### src/rtl/ipdc_consts.vh
// Constants for the idle and power-down controller
`ifndef IPDC_CONSTS_VH
`define IPDC_CONSTS_VH

// Clock and timing
`define IPDC_CLK_PERIOD_NS     25
`define IPDC_WAKE_PULSE_NS     40
`define IPDC_WAKE_PULSE_CYC    ((`IPDC_WAKE_PULSE_NS + `IPDC_CLK_PERIOD_NS - 1) / `IPDC_CLK_PERIOD_NS)

// Register offsets
`define IPDC_ADDR_CTRL         4'h0
`define IPDC_ADDR_STATUS       4'h1
`define IPDC_ADDR_IRQ_STAT     4'h2
`define IPDC_ADDR_IRQ_MASK     4'h3
`define IPDC_ADDR_EXT_EN       4'h4
`define IPDC_ADDR_EXT_POL      4'h5
`define IPDC_ADDR_STATE        4'h6

// Control register fields
`define IPDC_CTRL_POWERDOWN_CONFIG_BIT_BIT   5
`define IPDC_CTRL_REGOFF_BIT   0
`define IPDC_CTRL_LPDIS_BIT    1
`define IPDC_CTRL_RESET        8'h00
`define IPDC_EXT_EN_RESET      8'h00
`define IPDC_MASK_RESET        3'h0

// Interrupt status fields
`define IPDC_IRQ_IDLE_END      0
`define IPDC_IRQ_PD_WAKE       1
`define IPDC_IRQ_REFUSED       2
`define IPDC_IRQ_WIDTH         3

// Mode states
`define IPDC_ST_RUN            3'h0
`define IPDC_ST_DRAIN          3'h1
`define IPDC_ST_IDLE           3'h2
`define IPDC_ST_PD_PROT        3'h3
`define IPDC_ST_PD_INTR        3'h4
`define IPDC_ST_WAIT_RET       3'h5

`endif

### src/rtl/ipdc_wake_filter.v
// Per-pin minimum width qualifier for fast external interrupt inputs
`timescale 1ns/1ps
`default_nettype none
`include "ipdc_consts.vh"

module ipdc_wake_filter (
  // Clock and reset
  input  wire       clk_sys,
  input  wire       sys_rst,
  // Pins
  input  wire [7:0] ext_irq_in,
  input  wire [7:0] ext_irq_en,
  input  wire [7:0] ext_irq_active_high,
  // Qualified requests
  output wire [7:0] ext_irq_valid,
  output wire [7:0] ext_irq_asserted
);

  genvar g;
  generate
    for (g = 0; g < 8; g = g + 1) begin : g_pin
      reg [1:0] cnt;
      reg       vld;
      wire      act;
      assign act = ext_irq_en[g] & (ext_irq_in[g] == ext_irq_active_high[g]);
      assign ext_irq_asserted[g] = act;
      assign ext_irq_valid[g]    = vld;
      always @(posedge clk_sys) begin
        if (sys_rst || !act) begin
          cnt <= 2'h0;
          vld <= 1'b0;
        end else begin
          if (cnt != 2'h3)
            cnt <= cnt + 2'h1;
          // Held long enough to count as a wake request
          vld <= ({30'h0, cnt} >= (`IPDC_WAKE_PULSE_CYC - 1)); // [RQ15]
        end
      end
    end
  endgenerate

endmodule
`default_nettype wire

### src/rtl/ipdc_top.v
// Idle and power-down mode controller
//
// Contract
// RQ1: Idle instruction halts the CPU; peripherals keep their clock.
// RQ2: Any interrupt ends Idle; execution resumes after the idle instruction post return.
// RQ3: Power-down stops internal clock and holds all units, watchdog included.
// RQ4: Pending external bus transactions finish before entering either mode.
// RQ5: Entry refused if ready enabled but not seen on last bus access.
// RQ6: With low-power oscillator as reference, main oscillator stops in power-down.
// RQ7: Running low-power oscillator adopted as reference once detected; kept unless disabled.
// RQ8: With only main oscillator, it keeps running in power-down.
// RQ9: Software sets the regulator-off bit before the power-down instruction.
// RQ10: Configuration bit 5 clear selects protected power-down.
// RQ11: Protected power-down entered only if the NMI pin is low.
// RQ12: Protected power-down leaves only on external reset pin.
// RQ13: Bit 5 set selects interruptible mode; enabled fast pins must be inactive.
// RQ14: Interruptible power-down leaves on reset, fast pin, RTC, CAN or I2C.
// RQ15: Fast interrupt pin must be held asserted at least 40ns to wake.
// RQ16: External party holds reset low long enough for clocks to settle.
// RQ17: After interrupt wake, clock restarts, units released, waking interrupt serviced.
//
// Added by the designer: the register addresses and the plain strobed port.
`timescale 1ns/1ps
`default_nettype none
`include "ipdc_consts.vh"

module ipdc_top (
  // Clock and reset
  input  wire       clk_sys,
  input  wire       sys_rst,
  // CPU instruction side
  input  wire       idle_instruction,
  input  wire       enter_powerdown_instruction,
  input  wire       interrupt_return_instruction,
  input  wire       cpu_irq_request,
  output wire       cpu_halt,
  output reg        resume_after_idle,
  output reg        wake_irq_pending,
  // External bus
  input  wire       bus_busy,
  input  wire       ready_enabled,
  input  wire       ready_seen_last,
  // Pins
  input  wire       reset_input_pin_n,
  input  wire       nmi_pin_n,
  input  wire [7:0] fast_external_interrupt_input,
  // Other wake sources
  input  wire       rtc_irq,
  input  wire       can_activity_irq,
  input  wire       i2c_activity_irq,
  // Oscillators
  input  wire       lp_osc_running,
  output wire       rtc_ref_lp_osc,
  output wire       main_osc_enable,
  output wire       internal_clock_enable,
  output wire       units_hold,
  output wire       wdt_hold,
  output wire       main_regulator_off,
  // Register port
  input  wire [3:0] reg_addr,
  input  wire [7:0] reg_wdata,
  input  wire       reg_wr,
  input  wire       reg_rd,
  output reg  [7:0] reg_rdata,
  // Interrupt
  output wire       irq
);

  //////////////////////////////////////////////////////////////////////////////
  // Registers

  reg [7:0] system_configuration_register;
  reg [7:0] misc_configuration_register;
  reg [7:0] ext_irq_en;
  reg [7:0] ext_irq_pol;
  reg [`IPDC_IRQ_WIDTH-1:0] irq_stat;
  reg [`IPDC_IRQ_WIDTH-1:0] irq_mask;
  reg [2:0] state;
  reg [2:0] next_state;
  reg       pend_pd;
  reg       lp_sel;
  reg [`IPDC_IRQ_WIDTH-1:0] ev;

  wire       powerdown_config_bit;
  wire       main_regulator_off_bit;
  wire       lp_disable;
  wire [7:0] ext_valid;
  wire [7:0] ext_act;
  wire       entry_ok;
  wire       pd_intr_ok;
  wire       intr_wake;
  wire       wr_ctrl;

  assign powerdown_config_bit   = system_configuration_register[`IPDC_CTRL_POWERDOWN_CONFIG_BIT_BIT];
  assign main_regulator_off_bit = misc_configuration_register[`IPDC_CTRL_REGOFF_BIT];
  assign lp_disable             = misc_configuration_register[`IPDC_CTRL_LPDIS_BIT];
  assign main_regulator_off     = main_regulator_off_bit; // [RQ9]

  //////////////////////////////////////////////////////////////////////////////
  // Fast external interrupt qualification

  ipdc_wake_filter u_filter (
    .clk_sys             (clk_sys),
    .sys_rst             (sys_rst),
    .ext_irq_in          (fast_external_interrupt_input),
    .ext_irq_en          (ext_irq_en),
    .ext_irq_active_high (ext_irq_pol),
    .ext_irq_valid       (ext_valid),
    .ext_irq_asserted    (ext_act)
  );

  //////////////////////////////////////////////////////////////////////////////
  // Mode sequencer

  assign entry_ok   = !ready_enabled || ready_seen_last; // [RQ5]
  assign pd_intr_ok = ~|ext_act; // [RQ13]
  assign intr_wake  = (|ext_valid) | rtc_irq | can_activity_irq | i2c_activity_irq; // [RQ14]

  always @* begin
    next_state = state;
    ev         = {`IPDC_IRQ_WIDTH{1'b0}};
    case (state)
      `IPDC_ST_RUN: begin
        if (idle_instruction || enter_powerdown_instruction)
          next_state = `IPDC_ST_DRAIN;
      end
      `IPDC_ST_DRAIN: begin
        if (!bus_busy) begin // [RQ4]
          if (!entry_ok) begin
            next_state = `IPDC_ST_RUN; // [RQ5]
            ev[`IPDC_IRQ_REFUSED] = 1'b1;
          end else if (!pend_pd) begin
            next_state = `IPDC_ST_IDLE; // [RQ1]
          end else if (!powerdown_config_bit) begin // [RQ10]
            if (!nmi_pin_n)
              next_state = `IPDC_ST_PD_PROT; // [RQ11]
            else begin
              next_state = `IPDC_ST_RUN;
              ev[`IPDC_IRQ_REFUSED] = 1'b1;
            end
          end else if (pd_intr_ok) begin
            next_state = `IPDC_ST_PD_INTR; // [RQ13]
          end else begin
            next_state = `IPDC_ST_RUN;
            ev[`IPDC_IRQ_REFUSED] = 1'b1;
          end
        end
      end
      `IPDC_ST_IDLE: begin
        if (cpu_irq_request) begin
          next_state = `IPDC_ST_WAIT_RET; // [RQ2]
          ev[`IPDC_IRQ_IDLE_END] = 1'b1;
        end
      end
      `IPDC_ST_WAIT_RET: begin
        if (interrupt_return_instruction)
          next_state = `IPDC_ST_RUN; // [RQ2]
      end
      `IPDC_ST_PD_PROT: begin
        next_state = `IPDC_ST_PD_PROT; // [RQ12]
      end
      `IPDC_ST_PD_INTR: begin
        if (intr_wake) begin
          next_state = `IPDC_ST_RUN; // [RQ17]
          ev[`IPDC_IRQ_PD_WAKE] = 1'b1;
        end
      end
      default: next_state = `IPDC_ST_RUN;
    endcase
  end

  // External reset pin wakes from either power-down
  always @(posedge clk_sys) begin
    if (sys_rst || !reset_input_pin_n) begin // [RQ12] [RQ14]
      state             <= `IPDC_ST_RUN;
      pend_pd           <= 1'b0;
      resume_after_idle <= 1'b0;
      wake_irq_pending  <= 1'b0;
    end else begin
      state             <= next_state;
      resume_after_idle <= (state == `IPDC_ST_WAIT_RET) && interrupt_return_instruction; // [RQ2]
      if (state == `IPDC_ST_RUN)
        pend_pd <= enter_powerdown_instruction;
      if (state == `IPDC_ST_PD_INTR && intr_wake)
        wake_irq_pending <= 1'b1; // [RQ17]
      else if (interrupt_return_instruction)
        wake_irq_pending <= 1'b0;
    end
  end

  //////////////////////////////////////////////////////////////////////////////
  // Clock and oscillator control

  always @(posedge clk_sys) begin
    if (sys_rst || lp_disable)
      lp_sel <= 1'b0;
    else if (lp_osc_running)
      lp_sel <= 1'b1; // [RQ7]
  end

  wire in_pd;
  assign in_pd                 = (state == `IPDC_ST_PD_PROT) || (state == `IPDC_ST_PD_INTR);
  assign cpu_halt              = (state == `IPDC_ST_IDLE) || in_pd; // [RQ1]
  assign internal_clock_enable = !in_pd; // [RQ3]
  assign units_hold            = in_pd; // [RQ3]
  assign wdt_hold              = in_pd; // [RQ3]
  assign rtc_ref_lp_osc        = lp_sel;
  assign main_osc_enable       = !(in_pd && lp_sel); // [RQ6] [RQ8]

  //////////////////////////////////////////////////////////////////////////////
  // Register port and interrupt

  assign wr_ctrl = reg_wr && (reg_addr == `IPDC_ADDR_CTRL);

  always @(posedge clk_sys) begin
    if (sys_rst) begin
      system_configuration_register <= `IPDC_CTRL_RESET;
      misc_configuration_register   <= `IPDC_CTRL_RESET;
      ext_irq_en                    <= `IPDC_EXT_EN_RESET;
      ext_irq_pol                   <= `IPDC_EXT_EN_RESET;
      irq_mask                      <= `IPDC_MASK_RESET;
      irq_stat                      <= {`IPDC_IRQ_WIDTH{1'b0}};
      reg_rdata                     <= 8'h00;
    end else begin
      if (wr_ctrl)
        system_configuration_register <= reg_wdata;
      if (reg_wr && reg_addr == `IPDC_ADDR_STATUS)
        misc_configuration_register <= reg_wdata;
      if (reg_wr && reg_addr == `IPDC_ADDR_EXT_EN)
        ext_irq_en <= reg_wdata;
      if (reg_wr && reg_addr == `IPDC_ADDR_EXT_POL)
        ext_irq_pol <= reg_wdata;
      if (reg_wr && reg_addr == `IPDC_ADDR_IRQ_MASK)
        irq_mask <= reg_wdata[`IPDC_IRQ_WIDTH-1:0];
      // Set wins over write-one-to-clear
      if (reg_wr && reg_addr == `IPDC_ADDR_IRQ_STAT)
        irq_stat <= (irq_stat & ~reg_wdata[`IPDC_IRQ_WIDTH-1:0]) | ev;
      else
        irq_stat <= irq_stat | ev;
      reg_rdata <= 8'h00;
      if (reg_rd) begin
        case (reg_addr)
          `IPDC_ADDR_CTRL:     reg_rdata <= system_configuration_register;
          `IPDC_ADDR_STATUS:   reg_rdata <= {misc_configuration_register[7:4], lp_sel,
                                             misc_configuration_register[2:0]};
          `IPDC_ADDR_IRQ_STAT: reg_rdata <= {5'h00, irq_stat};
          `IPDC_ADDR_IRQ_MASK: reg_rdata <= {5'h00, irq_mask};
          `IPDC_ADDR_EXT_EN:   reg_rdata <= ext_irq_en;
          `IPDC_ADDR_EXT_POL:  reg_rdata <= ext_irq_pol;
          `IPDC_ADDR_STATE:    reg_rdata <= {5'h00, state};
          default:             reg_rdata <= 8'h00;
        endcase
      end
    end
  end

  assign irq = |(irq_stat & irq_mask);

endmodule
`default_nettype wire

### config.mk
export PLATFORM = sky130hd
export DESIGN_NAME = ipdc_top
export DESIGN_NICKNAME = d
export VERILOG_FILES = /design/src/rtl/ipdc_wake_filter.v /design/src/rtl/ipdc_top.v
export VERILOG_INCLUDE_DIRS = /design/src /design/src/rtl
export SDC_FILE = /design/constraint.sdc
export NUM_CORES = 1
export LEC_CHECK = 0
export ABC_AREA = 0
export BUFFER_PORTS_ARGS = -buffer_cell sky130_fd_sc_hd__buf_2
export CAP_MARGIN = 30
export CORE_MARGIN = 2
export CORE_UTILIZATION = 29
export CTS_CLUSTER_SIZE = 24
export DETAILED_ROUTE_END_ITERATION = 12
export GPL_TIMING_DRIVEN = 0
export PLACE_DENSITY_LB_ADDON = 0.05
export SYNTH_ARGS = -nofsm -noshare
export SYNTH_HDL_FRONTEND = slang
export SYNTH_SLANG_ARGS = --single-unit
### constraint.sdc
create_clock -name clk_sys -period 1.9 [get_ports clk_sys]
set_input_delay 0.19 -clock clk_sys [delete_from_list [all_inputs] [get_ports clk_sys]]
set_output_delay 0.19 -clock clk_sys [all_outputs]
set_load 0.01 [all_outputs]
Word level (Yosys, flattened, before mapping). Index checks and enable logic that the tools add are counted.

Output and inout bits: 18. Input bits: 37. Register bits after elaboration: 77.

Bitwise operators: 17. Reductions and logical operators: 43. Eq/ne operators: 32. Multiplexer cells: 26. Magnitude comparators: 8. Add/sub/neg operators: 8.

Operators by type and width (count): one-hot mux 8 bit (7 select lines) (1); two-way mux 3 bit (10); != test 2 bit (second input constant) (13); one-hot mux 3 bit (6 select lines) (1); adder 2 x 1 -> 2 bit (second input constant) (8); >= comparator 2 x 1 -> 1 bit (second input constant) (8); OR reduction 8 bit (2); logical OR 1 bit (14); two-way mux 1 bit (13); == test 4 x 3 -> 1 bit (second input constant) (3); zero test 1 bit (12); logical AND 1 bit (9); bitwise AND 1 bit (8); == test 1 bit (8); == test 4 x 2 -> 1 bit (second input constant) (2); bitwise AND 3 bit (2); == test 3 x 2 -> 1 bit (second input constant) (2); == test 3 bit (second input constant) (2); OR 3 bit (2); AND reduction 5 bit (1); == test 4 x 1 -> 1 bit (second input constant) (1); zero test 4 bit (1); == test 3 x 1 -> 1 bit (second input constant) (1); zero test 3 bit (1); other kinds (7) (9).

Depth between registers and ports, before layout. Gate-level depths: netlist (run 1).

Depth after elaboration: 11. Depth in mapped cells: 8.

Hierarchy. A second synthesis (run 1) with hierarchy kept.

Cells, all modules: 386. Area, all modules: 3741.1 µm².

By module, submodules not included: ipdc_top (cells an instance 250, seq. area each 1041.0 µm², instances 1, area each 2379.8 µm²); ipdc_wake_filter (cells an instance 136, seq. area each 480.5 µm², instances 1, area each 1361.3 µm²).

Least setup slack after synthesis (run 1). OpenSTA, ideal clock, no wires.

Path kind: register to output. From: register state[2]. To: output wdt_hold. Cell stages (with the launch flop): 6. Arrival: 1.132 ns. Required time: 1.710 ns. Path slack: 0.578 ns. Buffers on the path: 2. Cell sequence: dfxtp_1 > buf_4 > inv_2 > nor3_1 > a21o_1 > buf_4.

Cells in the longest elaborated chain, start to end: 2. Elaborated cells on any way between the ends: 3. Classes of those cells: 2 x eq/ne; 1 x reduce/logical.

RTL lines: from (decl) (line ipdc_top.v:78) `reg [2:0] state;`; from (signal assigned) (line ipdc_top.v:175) `` state <= `IPDC_ST_RUN; ``; from (signal assigned) (line ipdc_top.v:180) `state <= next_state;`; == test 3 x 2 -> 1 bit or == test 3 bit (tied branches); logical OR 1 bit (*) (line ipdc_top.v:202) `` assign in_pd = (state == `IPDC_ST_PD_PROT) || (state == `IPDC_ST_PD_INTR); ``; to (decl) (line ipdc_top.v:57) `output wire wdt_hold,`.

Mark *: on every way between the ends. The rest lies on a longest branch, timed or not.

Worst setup path after layout (run 1). Ends and elaborated chain as after synthesis.

==> flow_summary.ini, run 1 <==
[cts]
clk_pin_slew_ns = 0.05
cts_tree = done
clkLatencyLatePin_ns = 0.34
post_cts_buffers = 0
htree_levels = 3
numCtsBuffers = 9
cts-root-buf = clkbuf_16
cts_buffer_depth = 2
clock-sinks = 76

[synth]
ys_seq_area_frac = 0.4249
yosys.area.top_type = dfxtp_1
synthTopCellsByArea = dfxtp_1 42%, a21oi_1 6.1%, nand2_1 5.7%
synth.avg_cell_area_sq_um = 8.567
syn_inst = 418
synth_seq_cells = 76
synth_edf_count = 0
syn-num-nets = 471
syn_area_sq_um = 3581
ys.flop_type = dfxtp_1
synth_top_cell_area_share = 0.4249
async_flop_share = 0
synth_warnings = 0
ys_types = 47

[sta]
slew_headroom = 0.5380
worst_pin_slew_ns = 0.6877
tns_ns = 0
rsz0062_at_grt = false
final_max_slew_viol_count = 0
final-hold-violation-count = 0
fin_skew_ns = 0.008431
whs_ns = 0.1161
fin_crit_sh = 0.9021
fmax_mhz = 583.4
finalSetupViolCount = 0
finalCriticalPeriod_ns = 1.714

[run]
cap_violations = 0

[setup_path]
criticalPathCategory = reg2out
critPathLaunchType = register
r2r_setup_slack_ns = 0.35
end_kind = output port
crit_required_ns = 1.71
cp-endpoint = wdt_hold
path_max_fanout = 8
rr_endpoint = state[2]$_SDFFE_PP0P_
r2r_start = ext_irq_pol[1]$_SDFFE_PP0P_
crit_arrival_ns = 1.52
ff2ff_path_depth = 5
startpoint = state[2]$_SDFFE_PP0P_

[global_route]
grt_pass1_vias = 2947
antenna_found_initial = 0
gr-total-overflow = 0
grt_usage = 0.1607
grt_max_degree = 12
grt_pass1_wl_um = 16080

[die]
start_util = 0.2981
die_w_um = 115.1
fp.dieH_um = 115.1
rows = 40
die_area_sq_um = 13250
ios = 55
coreArea_sq_um = 12010

[routing]
route.detailed.wl_per_inst_um = 15.90
ant_nets = 0
routed_wl_um = 10070
drt_iter0_drc = 131
drt_pass1_iterations = 4
viasPerCell = 4.924
drc = 0
vias = 3117

[place]
io_buffers = 52
globalplace.congestion = 0.7655
placed_area_sq_um = 4025
dp_hpwl_um = 7557

[power_and_ir_drop]
p_leak_nw = 1.663
ir_worst_vdd_v = 0.0002847
p_total_mw = 3.468
p_per_area_nw_per_um2 = 807.7

[layout]
area_growth_pct = 19.92
final_area_sq_um = 4294
nets = 534
drive_gt1_frac = 0.1872
antennaDiodeCount = 0
fillers = 1301

[min_path]
holdPathStages = 3
hold_class = in2reg

[status]
status = finished, final reports clean
[what timing repair did]
action                     in CTS  in global routing
hold buffers                    0                  0
gates resized for setup         0                  1
setup endpoints to repair       0                  5
[sequential cells by signal, summed over array words and instances (netlist names)]
| name | cells |
|---|---|
| ext_irq_en | 8 |
| ext_irq_pol | 8 |
| irq_mask | 3 |
| irq_stat | 3 |
| misc_configuration_register | 7 |
| pend_pd | 1 |
| reg_rdata | 8 |
| resume_after_idle | 1 |
| rtc_ref_lp_osc | 1 |
| state | 3 |
| system_configuration_register | 8 |
| u_filter.g_pin.cnt | 16 |
| u_filter.g_pin.vld | 8 |
| wake_irq_pending | 1 |
[worst max-delay path, stage by stage (launching register included)]
cell and delay, ns:
dfxtp_1 0.30, buf_4 0.15, inv_2 0.06, nor3_2 0.28
a21o_1 0.17, buf_4 0.11, buf_2 0.11
[routing by layer]
metal  GRT usage  up-vias  part of all wire
li1            -     1572                 -
met1      0.2229     1472              0.49
met2      0.2502       64              0.47
met3     0.02952        9             0.034
met4     0.05783        0             0.012
met5           0        -                 0
[where the power goes]
part,switching (mW),total (mW),internal [mW]
Clock,0.637,1.55,0.917
Combinational,0.177,0.285,0.108
Sequential,0.0168,1.63,1.61
[placed cells by master, fill, tap and decap left out, types with 10 or more instances in the layout]
master / n
a21oi_1: 44
a22oi_1: 10
buf_2: 57
clkbuf_1: 14
dfxtp_1: 76
ha_1: 16
inv_1: 21
mux2i_1: 16
nand2_1: 54
nand3_1: 35
nor2_1: 20
nor3_1: 30
[cells by family (layout without fill, tap and decap cells)]
kind of cell / Yosys count / count (layout) / synth area share
adder cells (fa/ha/maj): 16 / 16 / 0.05590
flip-flops: 76 / 76 / 0.4249
XOR/XNOR: 16 / 16 / 0.03914
AND/OR/NAND/NOR: 168 / 168 / 0.2268
buffers and inverters: 46 / 114 / 0.06150
AO/OA/AOI/OAI: 75 / 75 / 0.1314
multiplexers: 21 / 21 / 0.06045
[area by class of cell]
class	count	area (sq um)	area share
plain buffers	24	137.6	0.03205
inverters	22	82.58	0.01923
flip-flops and latches	76	1521	0.3543
clock inverters	2	10.01	0.002331
repair buffers	52	260.3	0.06061
clock buffers	14	254.0	0.05915
multi-input cells	296	1844	0.4295
well taps	147	183.9	0.04283
[synth_stat cells (2+ instances only)]
master,instances
mux2_2,5
inv_1,21
and3_1,5
o21ai_0,3
nand2b_1,7
buf_6,3
xor2_1,8
a222oi_1,2
nor4_1,2
nor2_1,20
a21o_1,2
a31oi_1,3
xnor2_1,8
nor2b_1,4
dfxtp_1,76
a21oi_1,44
nand3_1,35
a221oi_2,2
buf_2,5
nor3_1,31
mux2i_1,16
ha_1,16
a22oi_1,10
buf_4,5
nand2_1,54
clkbuf_1,10
[worst min-delay path by stage]
stage,start,slack (ns),end
2_1_floorplan,interrupt_return_instruction,0.34,resume_after_idle$_SDFF_PP0_
3_3_place_gp,enter_powerdown_instruction,0.44,pend_pd$_SDFFE_PP0P_
3_5_place_dp,misc_configuration_register[4]$_SDFFE_PP0P_,0.45,misc_configuration_register[4]$_SDFFE_PP0P_
4_1_cts,enter_powerdown_instruction,0.11,pend_pd$_SDFFE_PP0P_
5_1_grt,interrupt_return_instruction,0.13,resume_after_idle$_SDFF_PP0_
6_report,enter_powerdown_instruction,0.12,pend_pd$_SDFFE_PP0P_
[metrics by stage]
stage	util	std cells	worst slack [ns]
floorplan	-	418	0.5780
global placement	0.3351	617	0.2387
detailed placement	0.3351	617	0.2447
CTS	0.3571	633	0.02015
global route	0.3575	633	0.03166
finish	0.3575	633	0.1859
Power figures use the tool's default switching activity.
==> run 2, diff against run 1 <==
--- a/config.mk
+++ b/config.mk
@@ -11,10 +11,12 @@
 export CAP_MARGIN = 30
 export CORE_MARGIN = 2
 export CORE_UTILIZATION = 29
-export CTS_CLUSTER_SIZE = 24
+export CTS_CLUSTER_SIZE = 40
 export DETAILED_ROUTE_END_ITERATION = 12
 export GPL_TIMING_DRIVEN = 0
+export HOLD_SLACK_MARGIN = 0.06
 export PLACE_DENSITY_LB_ADDON = 0.05
+export REMOVE_ABC_BUFFERS = 1
 export SYNTH_ARGS = -nofsm -noshare
 export SYNTH_HDL_FRONTEND = slang
 export SYNTH_SLANG_ARGS = --single-unit
==> run 2 against run 1 <==
  * Register-to-register slack got worse by 0.06 ns
  * Critical endpoint is now main_osc_enable
  * Clock power up 24%
  * Via count fell by 4.2%
  * Worst hold slack worse by 0.0030 ns
  * Power increased by 10%
  * Core utilization rose by 0.094 points
  * Fmax is 3.9% lower
  * Cell count fell by 2.8%
  * Sequential power about the same
  * Highest routed layer unchanged
  * Largest power group is now the clock network
  * Global-route usage is 0.31 points lower
  * Sequential share of layout area decreased by 0.093 points
  * Design area is 0.26% higher
==> flow_summary.ini, run 2 (same netlist as run 1, synthesis figures left out) <==
[global_route]
use_met3 = 0.05008
grtUsageMet2 = 0.2412
grtUsageMet1 = 0.2163
gr-total-overflow = 0
grt_max_degree = 47
grt.busiest_layer = met2
grt_pass1_vias = 2957
antenna_found_initial = 0
grt_pass1_wl_um = 15720
grt_usage = 0.1576

[min_path]
holdPathStages = 3
hold_class = in2reg
holdCritStartpoint = enter_powerdown_instruction
min_to = pend_pd$_SDFFE_PP0P_

[setup_path]
slowest_stage = dfxtp_1
criticalPathCategory = reg2out
end_kind = output port
crit_chain = inv_2 > nor3_4 > a21o_1 > nand2_1 > buf_2
slowest_delay_ns = 0.50
ff2ff_path_depth = 5
crit_arrival_ns = 1.59
rr_endpoint = state[2]$_SDFFE_PP0P_
critPathLaunchType = register
r2r_start = state[0]$_SDFFE_PP0P_
path_max_fanout = 8
r2r_setup_slack_ns = 0.29
crit_required_ns = 1.71

[layout]
nets = 516
final_util = 0.3584
top_register = u_filter.g_pin.cnt
final_area_sq_um = 4305
antennaDiodeCount = 0
area_growth_pct = 20.23
drive_gt1_frac = 0.1944
finalNonFillerCells = 615
largest_reg_flops = 16
final_cell_mix = 76 x dfxtp_1, 54 x nand2_1, 54 x buf_2
mostFrequentLayoutCell = dfxtp_1

[sta]
finalCriticalPeriod_ns = 1.783
fin_crit_sh = 0.9385
whs_ns = 0.1132
finalSetupViolCount = 0
setup_ws_ns = 0.1168
worst_pin_slew_ns = 0.8257
fin_skew_ns = 0.003890
slew_headroom = 0.4453
final-hold-violation-count = 0
final_max_slew_viol_count = 0
fmax_mhz = 560.8

[routing]
viasPerCell = 4.855
drt_pass1_iterations = 5
route.detailed.wl_per_inst_um = 15.87
vias = 2986
drt_iter0_drc = 173
ant_nets = 0
routed_wl_um = 9763
drc = 0

[cts]
clk_pin_slew_ns = 0.05
htree_levels = 3
ctsHoldBuffers = 0
clkLatencyLatePin_ns = 0.34
cts_buffer_depth = 2
cts-root-buf = clkbuf_16
cts_tree = done
clock-sinks = 76
numCtsBuffers = 9

[die]
rows = 40
start_util = 0.2981
ios = 55
die_w_um = 115.1
coreArea_sq_um = 12010
fp.dieH_um = 115.1
die_area_sq_um = 13250

[power_and_ir_drop]
p_per_area_nw_per_um2 = 887.1
p_leak_nw = 1.653
ir_worst_vdd_v = 0.0004839

[place]
dp_hpwl_um = 6828
io_buffers = 54
placed_cells = 596
place_ws_ns = -0.4974
globalplace.congestion = 0.7334
placed_area_sq_um = 3918

[status]
status = finished, final reports clean

[run]
cap_violations = 0
[run 2: per-stage QoR]
step / power (mW) / TNS (ns)
floorplan: 1.777 / 0
CTS: 3.886 / 0
detailed placement: 1.929 / -12.15
global placement: 1.926 / -14.05
global route: 3.980 / -0.001956
finish: 3.819 / 0
[run 2: final cells by class]
| type | count | area, sq um |
|---|---|---|
| fill | 1276 | 7706 |
| multi-input combinational | 296 | 1856 |
| sequential | 76 | 1521 |
| timing repair buffer | 58 | 325.3 |
| clock buffer | 12 | 266.5 |
| tap | 147 | 183.9 |
| inverter | 22 | 82.58 |
| clock inverter | 4 | 70.07 |
[run 2: per-layer routing]
layer	share of wire	vias up
li1	-	1543
met1	0.49	1379
met2	0.45	58
met3	0.053	6
met4	0.0094	0
met5	0	-
[run 2: report_power, final]
part	internal, mW	switching (mW)
registers	1.61	0.0231
logic	0.101	0.165
clock network	1.25	0.665
[run 2: repair_timing]
| action | CTS | global route |
|---|---|---|
| setup endpoints to repair | 13 | 29 |
| setup buffers | 0 | 3 |
| resized for setup | 2 | 3 |
| cloned | 0 | 0 |
| pin swaps | 0 | 0 |
[run 2: worst max-delay path, delay by kind of cell (launching register included)]
family | cells | cell delay, ns
AND/OR/NAND/NOR | 2 | 0.34
AO/OA/AOI/OAI | 1 | 0.16
buffers and inverters | 2 | 0.25
flip-flops | 1 | 0.50
[run 2: worst max path at each step]
stage | end | from | slack, ns | cells after the start
2_1_floorplan | ext_irq_en[0]$_SDFFE_PP0P_ | reg_addr[1] | 0.42 | 5
3_3_place_gp | ext_irq_en[7]$_SDFFE_PP0P_ | reg_addr[0] | -0.54 | 6
3_5_place_dp | ext_irq_en[5]$_SDFFE_PP0P_ | reg_addr[0] | -0.50 | 6
4_1_cts | main_osc_enable | state[2]$_SDFFE_PP0P_ | 0.03 | 5
5_1_grt | main_osc_enable | state[2]$_SDFFE_PP0P_ | -0.002 | 5
6_report | main_osc_enable | state[2]$_SDFFE_PP0P_ | 0.12 | 5
